--- src/verilog/adc_cal_pkg.sv ---
package adc_cal_pkg;
  localparam int DATA_W    = 16;
  localparam int CAL_W     = 14;
  localparam int BYTE_W    = 8;
  localparam int NUM_CAL   = 10;
  localparam int PTR_W     = 4;
  localparam int CONV_W    = 12;
  // Control word field positions
  localparam int CTL_PMGT_LO  = 8;
  localparam int CTL_RDSEL_LO = 6;
  localparam int CTL_RANGE    = 5;
  localparam int CTL_CAL_MODE_SELECT    = 3;
  localparam int CTL_CALSEL_LO = 1;
  localparam int CTL_CAL_START_FLAG    = 0;
  // Status word field positions
  localparam int ST_ZERO_LO   = 10;
  localparam int ST_PMGT_LO   = 8;
  localparam int ST_ONES_LO   = 6;
  localparam int ST_RANGE     = 5;
  localparam int ST_BUSY      = 4;
  localparam int ST_CAL_MODE_SELECT     = 3;
  localparam int ST_CALSEL_LO = 1;
  localparam int ST_CAL_START_FLAG     = 0;
  localparam logic [DATA_W-1:0] STATUS_RESET = 16'h0000;
  localparam logic [1:0] ONES_PATTERN = 2'h3;
  // Read select codes
  localparam logic [1:0] RDSEL_STATUS = 2'h3;
  localparam logic [1:0] RDSEL_CAL    = 2'h2;
  // Calibration select codes
  localparam logic [1:0] CALSEL_ALL      = 2'h0;
  localparam logic [1:0] CALSEL_GAIN_OFF = 2'h1;
  localparam logic [1:0] CALSEL_OFF_ONLY = 2'h2;
  localparam logic [1:0] CALSEL_GAIN_ONLY = 2'h3;
  // Register indices and last sequence positions
  localparam logic [PTR_W-1:0] IDX_GAIN    = 4'h0;
  localparam logic [PTR_W-1:0] IDX_OFFSET  = 4'h1;
  localparam logic [PTR_W-1:0] LAST_ALL    = 4'h9;
  localparam logic [PTR_W-1:0] LAST_PAIR   = 4'h1;
  localparam logic [PTR_W-1:0] LAST_SINGLE = 4'h0;

  typedef struct packed {
    logic [1:0] power_mode;
    logic [1:0] read_select;
    logic       input_range_select;
    logic       cal_mode_select;
    logic [1:0] cal_select;
  } ctrl_fields_type;

  typedef struct packed {
    logic cs;
    logic wr;
    logic rd;
    logic ctrl_sel;
    logic high_byte_enable;
  } bus_req_type;

  localparam ctrl_fields_type CTRL_RESET = '0;
endpackage

--- src/verilog/adc_cal_regs.sv ---
`timescale 1ns/1ns
`default_nettype none
module adc_cal_regs
  import adc_cal_pkg::*;
#(
  parameter int NUM_REGS = NUM_CAL
)
(
  input  wire logic              clk_i,
  input  wire logic              nrst_i,
  input  wire logic              ce_i,
  input  wire logic              byte_mode_i,
  input  wire bus_req_type       bus_i,
  input  wire logic [DATA_W-1:0] wdata_i,
  output logic      [DATA_W-1:0] rdata_o,
  input  wire logic [CONV_W-1:0] conv_result_i,
  input  wire logic              conv_busy_i,
  input  wire logic              cal_busy_i,
  input  wire logic              engine_wr_i,
  input  wire logic [PTR_W-1:0]  engine_idx_i,
  input  wire logic [CAL_W-1:0]  engine_data_i,
  output logic                   cal_start_o,
  output logic      [2:0]        cal_type_o,
  output logic      [1:0]        power_mode_o,
  output logic                   input_range_o,
  output logic      [PTR_W-1:0]  cal_ptr_o
);

  // Last position of the selected sequence
  function automatic logic [PTR_W-1:0] seq_last(input logic [1:0] sel);
    case (sel)
      CALSEL_ALL:      seq_last = LAST_ALL;
      CALSEL_GAIN_OFF: seq_last = LAST_PAIR;
      default:         seq_last = LAST_SINGLE;
    endcase
  endfunction

  // Storage index from select code and position
  function automatic logic [PTR_W-1:0] cal_index(input logic [1:0] sel,
                                                 input logic [PTR_W-1:0] pos);
    case (sel)
      CALSEL_OFF_ONLY:  cal_index = IDX_OFFSET;
      CALSEL_GAIN_ONLY: cal_index = IDX_GAIN;
      default:          cal_index = pos;
    endcase
  endfunction

  ctrl_fields_type   ctrl_q;
  logic [PTR_W-1:0]  pos_q;
  logic [DATA_W-1:0] status_q;
  logic [DATA_W-1:0] status_d;
  logic [BYTE_W-1:0] lo_hold_q;
  logic [CAL_W-1:0]  cal_q [NUM_REGS];
  logic [DATA_W-1:0] rdata_q;
  logic [DATA_W-1:0] word_d;
  logic [PTR_W-1:0]  idx;
  logic              ctrl_wr;
  logic              cal_wr;
  logic              data_rd;
  logic              word_done;
  logic              cal_acc_done;
  logic              cal_start_q;

  // Bus decode; pins already synchronous
  assign ctrl_wr   = ce_i && bus_i.cs && bus_i.wr && bus_i.ctrl_sel;
  assign cal_wr    = ce_i && bus_i.cs && bus_i.wr && !bus_i.ctrl_sel;
  assign data_rd   = ce_i && bus_i.cs && bus_i.rd;
  assign word_done = !byte_mode_i || bus_i.high_byte_enable;
  assign cal_acc_done = (cal_wr || (data_rd && ctrl_q.read_select == RDSEL_CAL))
                        && word_done;
  assign idx       = cal_index(ctrl_q.cal_select, pos_q);

  // Control field capture
  always_ff @(posedge clk_i)
  begin
    if (!nrst_i)
      ctrl_q <= CTRL_RESET;
    else if (ctrl_wr)
    begin
      ctrl_q.power_mode         <= wdata_i[CTL_PMGT_LO +: 2];
      ctrl_q.read_select        <= wdata_i[CTL_RDSEL_LO +: 2];
      ctrl_q.input_range_select <= wdata_i[CTL_RANGE];
      ctrl_q.cal_mode_select    <= wdata_i[CTL_CAL_MODE_SELECT];
      ctrl_q.cal_select         <= wdata_i[CTL_CALSEL_LO +: 2];
    end
  end

  // Calibration start pulse with type
  always_ff @(posedge clk_i)
  begin
    if (!nrst_i)
    begin
      cal_start_q <= 1'b0;
      cal_type_o  <= 3'h0;
    end
    else if (ce_i)
    begin
      cal_start_q <= ctrl_wr && wdata_i[CTL_CAL_START_FLAG];
      if (ctrl_wr && wdata_i[CTL_CAL_START_FLAG])
        cal_type_o <= {wdata_i[CTL_CAL_MODE_SELECT], wdata_i[CTL_CALSEL_LO +: 2]};
    end
  end

  assign cal_start_o   = cal_start_q;
  assign power_mode_o  = ctrl_q.power_mode;
  assign input_range_o = ctrl_q.input_range_select;
  assign cal_ptr_o     = idx;

  // Sequence position, restart and advance
  always_ff @(posedge clk_i)
  begin
    if (!nrst_i)
      pos_q <= IDX_GAIN;
    else if (ctrl_wr)
      pos_q <= IDX_GAIN;
    else if (cal_acc_done)
    begin
      if (pos_q == seq_last(ctrl_q.cal_select))
        pos_q <= IDX_GAIN;
      else
        pos_q <= pos_q + 4'h1;
    end
  end

  // Low byte holding for byte-mode writes
  always_ff @(posedge clk_i)
  begin
    if (!nrst_i)
      lo_hold_q <= '0;
    else if (cal_wr && byte_mode_i && !bus_i.high_byte_enable)
      lo_hold_q <= wdata_i[BYTE_W-1:0];
  end

  // Calibration storage; engine wins over host
  always_ff @(posedge clk_i)
  begin
    if (!nrst_i)
    begin
      for (int i = 0; i < NUM_REGS; i++)
        cal_q[i] <= '0;
    end
    else if (ce_i && engine_wr_i)
      cal_q[engine_idx_i] <= engine_data_i;
    else if (cal_wr && word_done)
    begin
      if (byte_mode_i)
        cal_q[idx] <= {wdata_i[CAL_W-BYTE_W-1:0], lo_hold_q};
      else
        cal_q[idx] <= wdata_i[CAL_W-1:0];
    end
  end

  // Live status word
  always_comb
  begin
    status_d = STATUS_RESET;
    status_d[ST_PMGT_LO +: 2] = ctrl_q.power_mode;
    status_d[ST_ONES_LO +: 2] = ONES_PATTERN;
    status_d[ST_RANGE] = ctrl_q.input_range_select;
    status_d[ST_BUSY]  = conv_busy_i || cal_busy_i;
    status_d[ST_CAL_MODE_SELECT] = ctrl_q.cal_mode_select;
    status_d[ST_CALSEL_LO +: 2] = ctrl_q.cal_select;
    status_d[ST_CAL_START_FLAG] = cal_busy_i;
  end

  // Status resets to zero, then loads the live word each enabled cycle, no write path
  always_ff @(posedge clk_i)
  begin
    if (!nrst_i)
      status_q <= STATUS_RESET;
    else if (ce_i)
      status_q <= status_d;
  end

  // Readback source selection
  always_comb
  begin
    case (ctrl_q.read_select)
      RDSEL_STATUS: word_d = status_q;
      RDSEL_CAL:    word_d = {2'h0, cal_q[idx]};
      default:      word_d = {4'h0, conv_result_i};
    endcase
  end

  // Read data register, byte lanes in low bits
  always_ff @(posedge clk_i)
  begin
    if (!nrst_i)
      rdata_q <= '0;
    else if (data_rd)
    begin
      if (!byte_mode_i)
        rdata_q <= word_d;
      else if (bus_i.high_byte_enable)
        rdata_q <= {8'h00, word_d[DATA_W-1:BYTE_W]};
      else
        rdata_q <= {8'h00, word_d[BYTE_W-1:0]};
    end
  end

  assign rdata_o = rdata_q;
endmodule
`default_nettype wire

--- config.mk ---
export PLATFORM = sky130hd
export DESIGN_NAME = adc_cal_regs
export DESIGN_NICKNAME = d
export VERILOG_FILES = /design/src/verilog/adc_cal_pkg.sv /design/src/verilog/adc_cal_regs.sv
export SDC_FILE = /design/constraint.sdc
export NUM_CORES = 1
export LEC_CHECK = 0
export ABC_AREA = 1
export BUFFER_PORTS_ARGS = -buffer_cell sky130_fd_sc_hd__buf_2
export CAP_MARGIN = 20
export CORE_ASPECT_RATIO = 0.75
export CORE_MARGIN = 5
export CORE_UTILIZATION = 55
export CTS_CLUSTER_DIAMETER = 40
export DETAILED_ROUTE_END_ITERATION = 8
export PLACE_DENSITY = 0.83
export RECOVER_POWER = 50
export SYNTH_ARGS = -nofsm -noshare
export SYNTH_HDL_FRONTEND = slang
export SYNTH_SLANG_ARGS = --single-unit
--- constraint.sdc ---
create_clock -name clk_i -period 2.6 [get_ports clk_i]
set_clock_uncertainty 0.05 [all_clocks]
set_input_delay 0.26 -clock clk_i [delete_from_list [all_inputs] [get_ports clk_i]]
set_output_delay 0.26 -clock clk_i [all_outputs]
set_load 0.03 [all_outputs]
==> impl_metrics.py <==
metrics = {
    "cts": {
        "htreeDepth": 1,
        "clock_path_buffers": 3,
        "tritoncts": "done",
        "cts_buffers": 28,
        "path_clk_slew_ns": 0.06,
        "clk_latency_ns": 0.54,
        "cts-root-buf": "clkbuf_16",
        "clock_sinks": 271,
    },
    "die": {
        "dieArea_mm2": 0.02570,
        "die_width_um": 183.4,
        "die_h_um": 140.1,
        "rows": 47,
        "io_pins": 85,
        "start_util": 0.5612,
        "core_mm2": 0.02211,
    },
    "setup_path": {
        "worstSetupStartpointType": "input port",
        "critical_path_class": "in -> reg",
        "endpoint_kind": "flop",
        "setup.worst_path.start": "ce_i",
        "crit_end": "cal_q[3][3]$_SDFFCE_PN0P_",
        "cp_max_fo": 14,
        "crit_slowest_cell": "clkbuf_1",
        "arrival_ns": 2.76,
        "r2r-end": "rdata_o[0]$_SDFFE_PN0P_",
        "crit_path_cell_trace": "clkbuf_1 > nand3_4 > nor2_4 > inv_1 > nor2_4 > nand2_4 > o22ai_2 > inv_2 > nor2_1 > nand2_2 > clkbuf_2 > nor2_1",
        "crit_required_ns": 2.93,
        "rr_worst_depth": 14,
        "r2r_start": "ctrl_q[1]$_SDFFE_PN0P_",
        "r2r_slack_ns": 0.19,
        "max_stage_delay_ns": 0.41,
    },
    "status": {
        "status": "finished clean",
    },
    "logic_synthesis": {
        "yosys.cell_count.top_type": "nand3_1",
        "synthArstFlopShare": 0,
        "synth.distinct_cells": 35,
        "ys_ff_latch": 271,
        "synthTopCellsByArea": "edfxtp_1 (54%), nand3_1 (11%), nand2_1 (7.7%)",
        "netlist_area_mm2": 0.01241,
        "synth.top_cell.area_share": 0.5420,
        "syn_area_per_cell_um2": 9.702,
        "synth_edf_count": 224,
        "yosys.area.top_type": "edfxtp_1",
        "netlist_top_cells_count": "nand3_1 (279), nand2_1 (253), edfxtp_1 (224)",
        "ys.flop_type": "edfxtp_1",
        "ys_warn_count": 0,
        "syn_inst": 1279,
        "synth_seq_area_share": 0.6179,
    },
    "pwr": {
        "powerDensity_mw_per_mm2": 668.2,
        "total_power_w": 0.009550,
        "ir_worst_vdd_mv": 0.6329,
        "p_leak_nw": 5.495,
    },
    "timing": {
        "slew_viol_final": 0,
        "finalSetupTns_ns": 0,
        "fin_crit_sh": 0.9365,
        "clock.fmax_ghz": 0.4107,
        "fin_crit_ns": 2.435,
        "hold_viol": 0,
        "setup_viol": 0,
        "slew-limit-headroom": 0.2741,
        "worst_pin_slew_ns": 1.077,
        "grt_setup_unrepaired": "no",
    },
    "routing": {
        "firstDrtPassIters": 6,
        "finalWirelength_um": 33940,
        "vias": 10221,
        "vias_per_cell": 6.002,
        "drc": 0,
        "ant_nets": 0,
        "dr.first_iter.drc_count": 1249,
        "wire_per_inst_um": 19.93,
    },
    "placement": {
        "place.gp.congestion": 0.8957,
        "dp_hpwl_um": 22110,
        "placed_cells": 1639,
        "numPortBuffers": 80,
    },
    "global_routing": {
        "first_global_vias": 9869,
        "grt_overflow": 0,
        "antenna_found_initial": 0,
        "grt_start_max_net_pins": 113,
        "grtUsageTotal": 0.2579,
        "grt_pass1_wl_um": 52920,
    },
    "layout": {
        "n_antenna_cell": 0,
        "syn2layout_area_growth_pct": 15.17,
        "stdcell_count": 1703,
        "finalNetCount": 1447,
        "fillers": 1666,
        "drive_gt1_frac": 0.1639,
    },
    "min_path": {
        "hp-class": "in -> reg",
    },
    "run": {
        "drv_cap": 0,
    },
}
[worst max-delay path, delay by kind of cell]
| family | cells | cell delay (ns) |
|---|---|---|
| AO/OA/AOI/OAI | 1 | 0.26 |
| AND/OR/NAND/NOR | 7 | 1.25 |
| buffers and inverters | 4 | 0.99 |
[area by class of cell]
cell class                      instances  area (um2)  area share
Timing Repair Buffer                  157        1003     0.07021
Sequential cell                       271        7667      0.5365
Clock buffer                           37       795.8     0.05568
Tap cell                              294       367.9     0.02574
Multi-Input combinational cell        835        3985      0.2788
Clock inverter                         14       116.4    0.008141
Inverter                               95       356.6     0.02495
[metal layers]
layer,wire length [um],part of all wire,global-route usage
met2,15320,0.45,0.3911
met3,4210,0.12,0.06143
met4,1170,0.034,0.08072
met5,0,0,0
met1,13240,0.39,0.3713
[what timing repair did]
| item | in CTS | in global routing |
|---|---|---|
| gates resized for setup | 0 | 0 |
| hold buffers | 13 | 0 |
| endpoints found under the hold margin | 13 | 0 |
| buffers inserted | 0 | 0 |
[report_power, final]
group          switching (W)  leakage, nW  internal (W)
Combinational       0.000511         2.43      0.000228
Sequential         0.0000411         2.61       0.00481
Clock                0.00169        0.452       0.00227
[worst min path at each step]
| stage | end | depth (start not counted) | from |
|---|---|---|---|
| 2_1_floorplan | status_q[0]$_SDFFE_PN0P_ | 2 | cal_busy_i |
| 5_1_grt | rdata_o[10]$_SDFFE_PN0P_ | 5 | conv_result_i[10] |
| 3_5_place_dp | pos_q[3]$_SDFFE_PP0P_ | 1 | pos_q[3]$_SDFFE_PP0P_ |
| 4_1_cts | ctrl_q[5]$_SDFFE_PN0P_ | 3 | wdata_i[7] |
| 6_report | ctrl_q[5]$_SDFFE_PN0P_ | 3 | wdata_i[7] |
| 3_3_place_gp | lo_hold_q[7]$_SDFFE_PN0P_ | 2 | lo_hold_q[7]$_SDFFE_PN0P_ |
[cells by family (layout without fill, tap and decap cells)]
group,count (synthesis),after routing,share of synthesized area
simple gates,724,724,0.2665
flops,271,271,0.6179
xor+xnor,1,1,0.0007059
compound gates,107,107,0.05344
buf+inv,174,303,0.06019
other cells,1,2,0.0003022
fa+ha+maj,1,1,0.001008
[stage by stage]
step	area [um2]	util	hold WS (ns)	setup slack [ns]
floorplan	12410	-	0.3590	-0.1327
global placement	13400	0.6058	0.3885	0.1279
detailed placement	13400	0.6058	0.4069	-0.05087
CTS	14440	0.6530	0.01357	0.3142
global route	14290	0.6464	0.06075	0.03333
finish	14290	0.6464	0.03352	0.1652
[flip-flops by register name, summed over array words and instances (netlist names), 2 cells and up]
name	flops
rdata_o	14
ctrl_q	5
pos_q	4
lo_hold_q	8
cal_type_o	3
power_mode_o	2
cal_q	224
status_q	9
[layout by cell type (no fill, tap or decap), types with 2 or more instances in the layout]
cell type / netlist / final
nand4_1: 3 / 3
a22o_1: 6 / 6
a21oi_1: 36 / 36
nand2_2: 11 / 10
clkinv_1: 7 / 9
inv_4: 0 / 2
inv_2: 14 / 8
dfxtp_1: 47 / 47
clkbuf_1: 35 / 38
o211ai_1: 8 / 8
clkinv_4: 0 / 2
nor3_2: 0 / 2
nor2_2: 46 / 42
inv_1: 74 / 80
dlygate4sd3_1: 0 / 13
clkbuf_2: 0 / 9
buf_2: 18 / 58
a221oi_1: 2 / 2
clkbuf_8: 0 / 4
edfxtp_1: 224 / 224
nand3_1: 279 / 279
buf_4: 11 / 36
buf_12: 0 / 7
o22ai_2: 1 / 4
nand2_1: 253 / 254
o21ai_0: 42 / 43
clkbuf_16: 0 / 29
inv_6: 0 / 2
nand3b_1: 3 / 3
nor2_4: 7 / 7
nor2_1: 117 / 121
conb_1: 1 / 2
clkinv_2: 0 / 3
o2111ai_1: 6 / 6
Power figures use the tool's default switching activity.
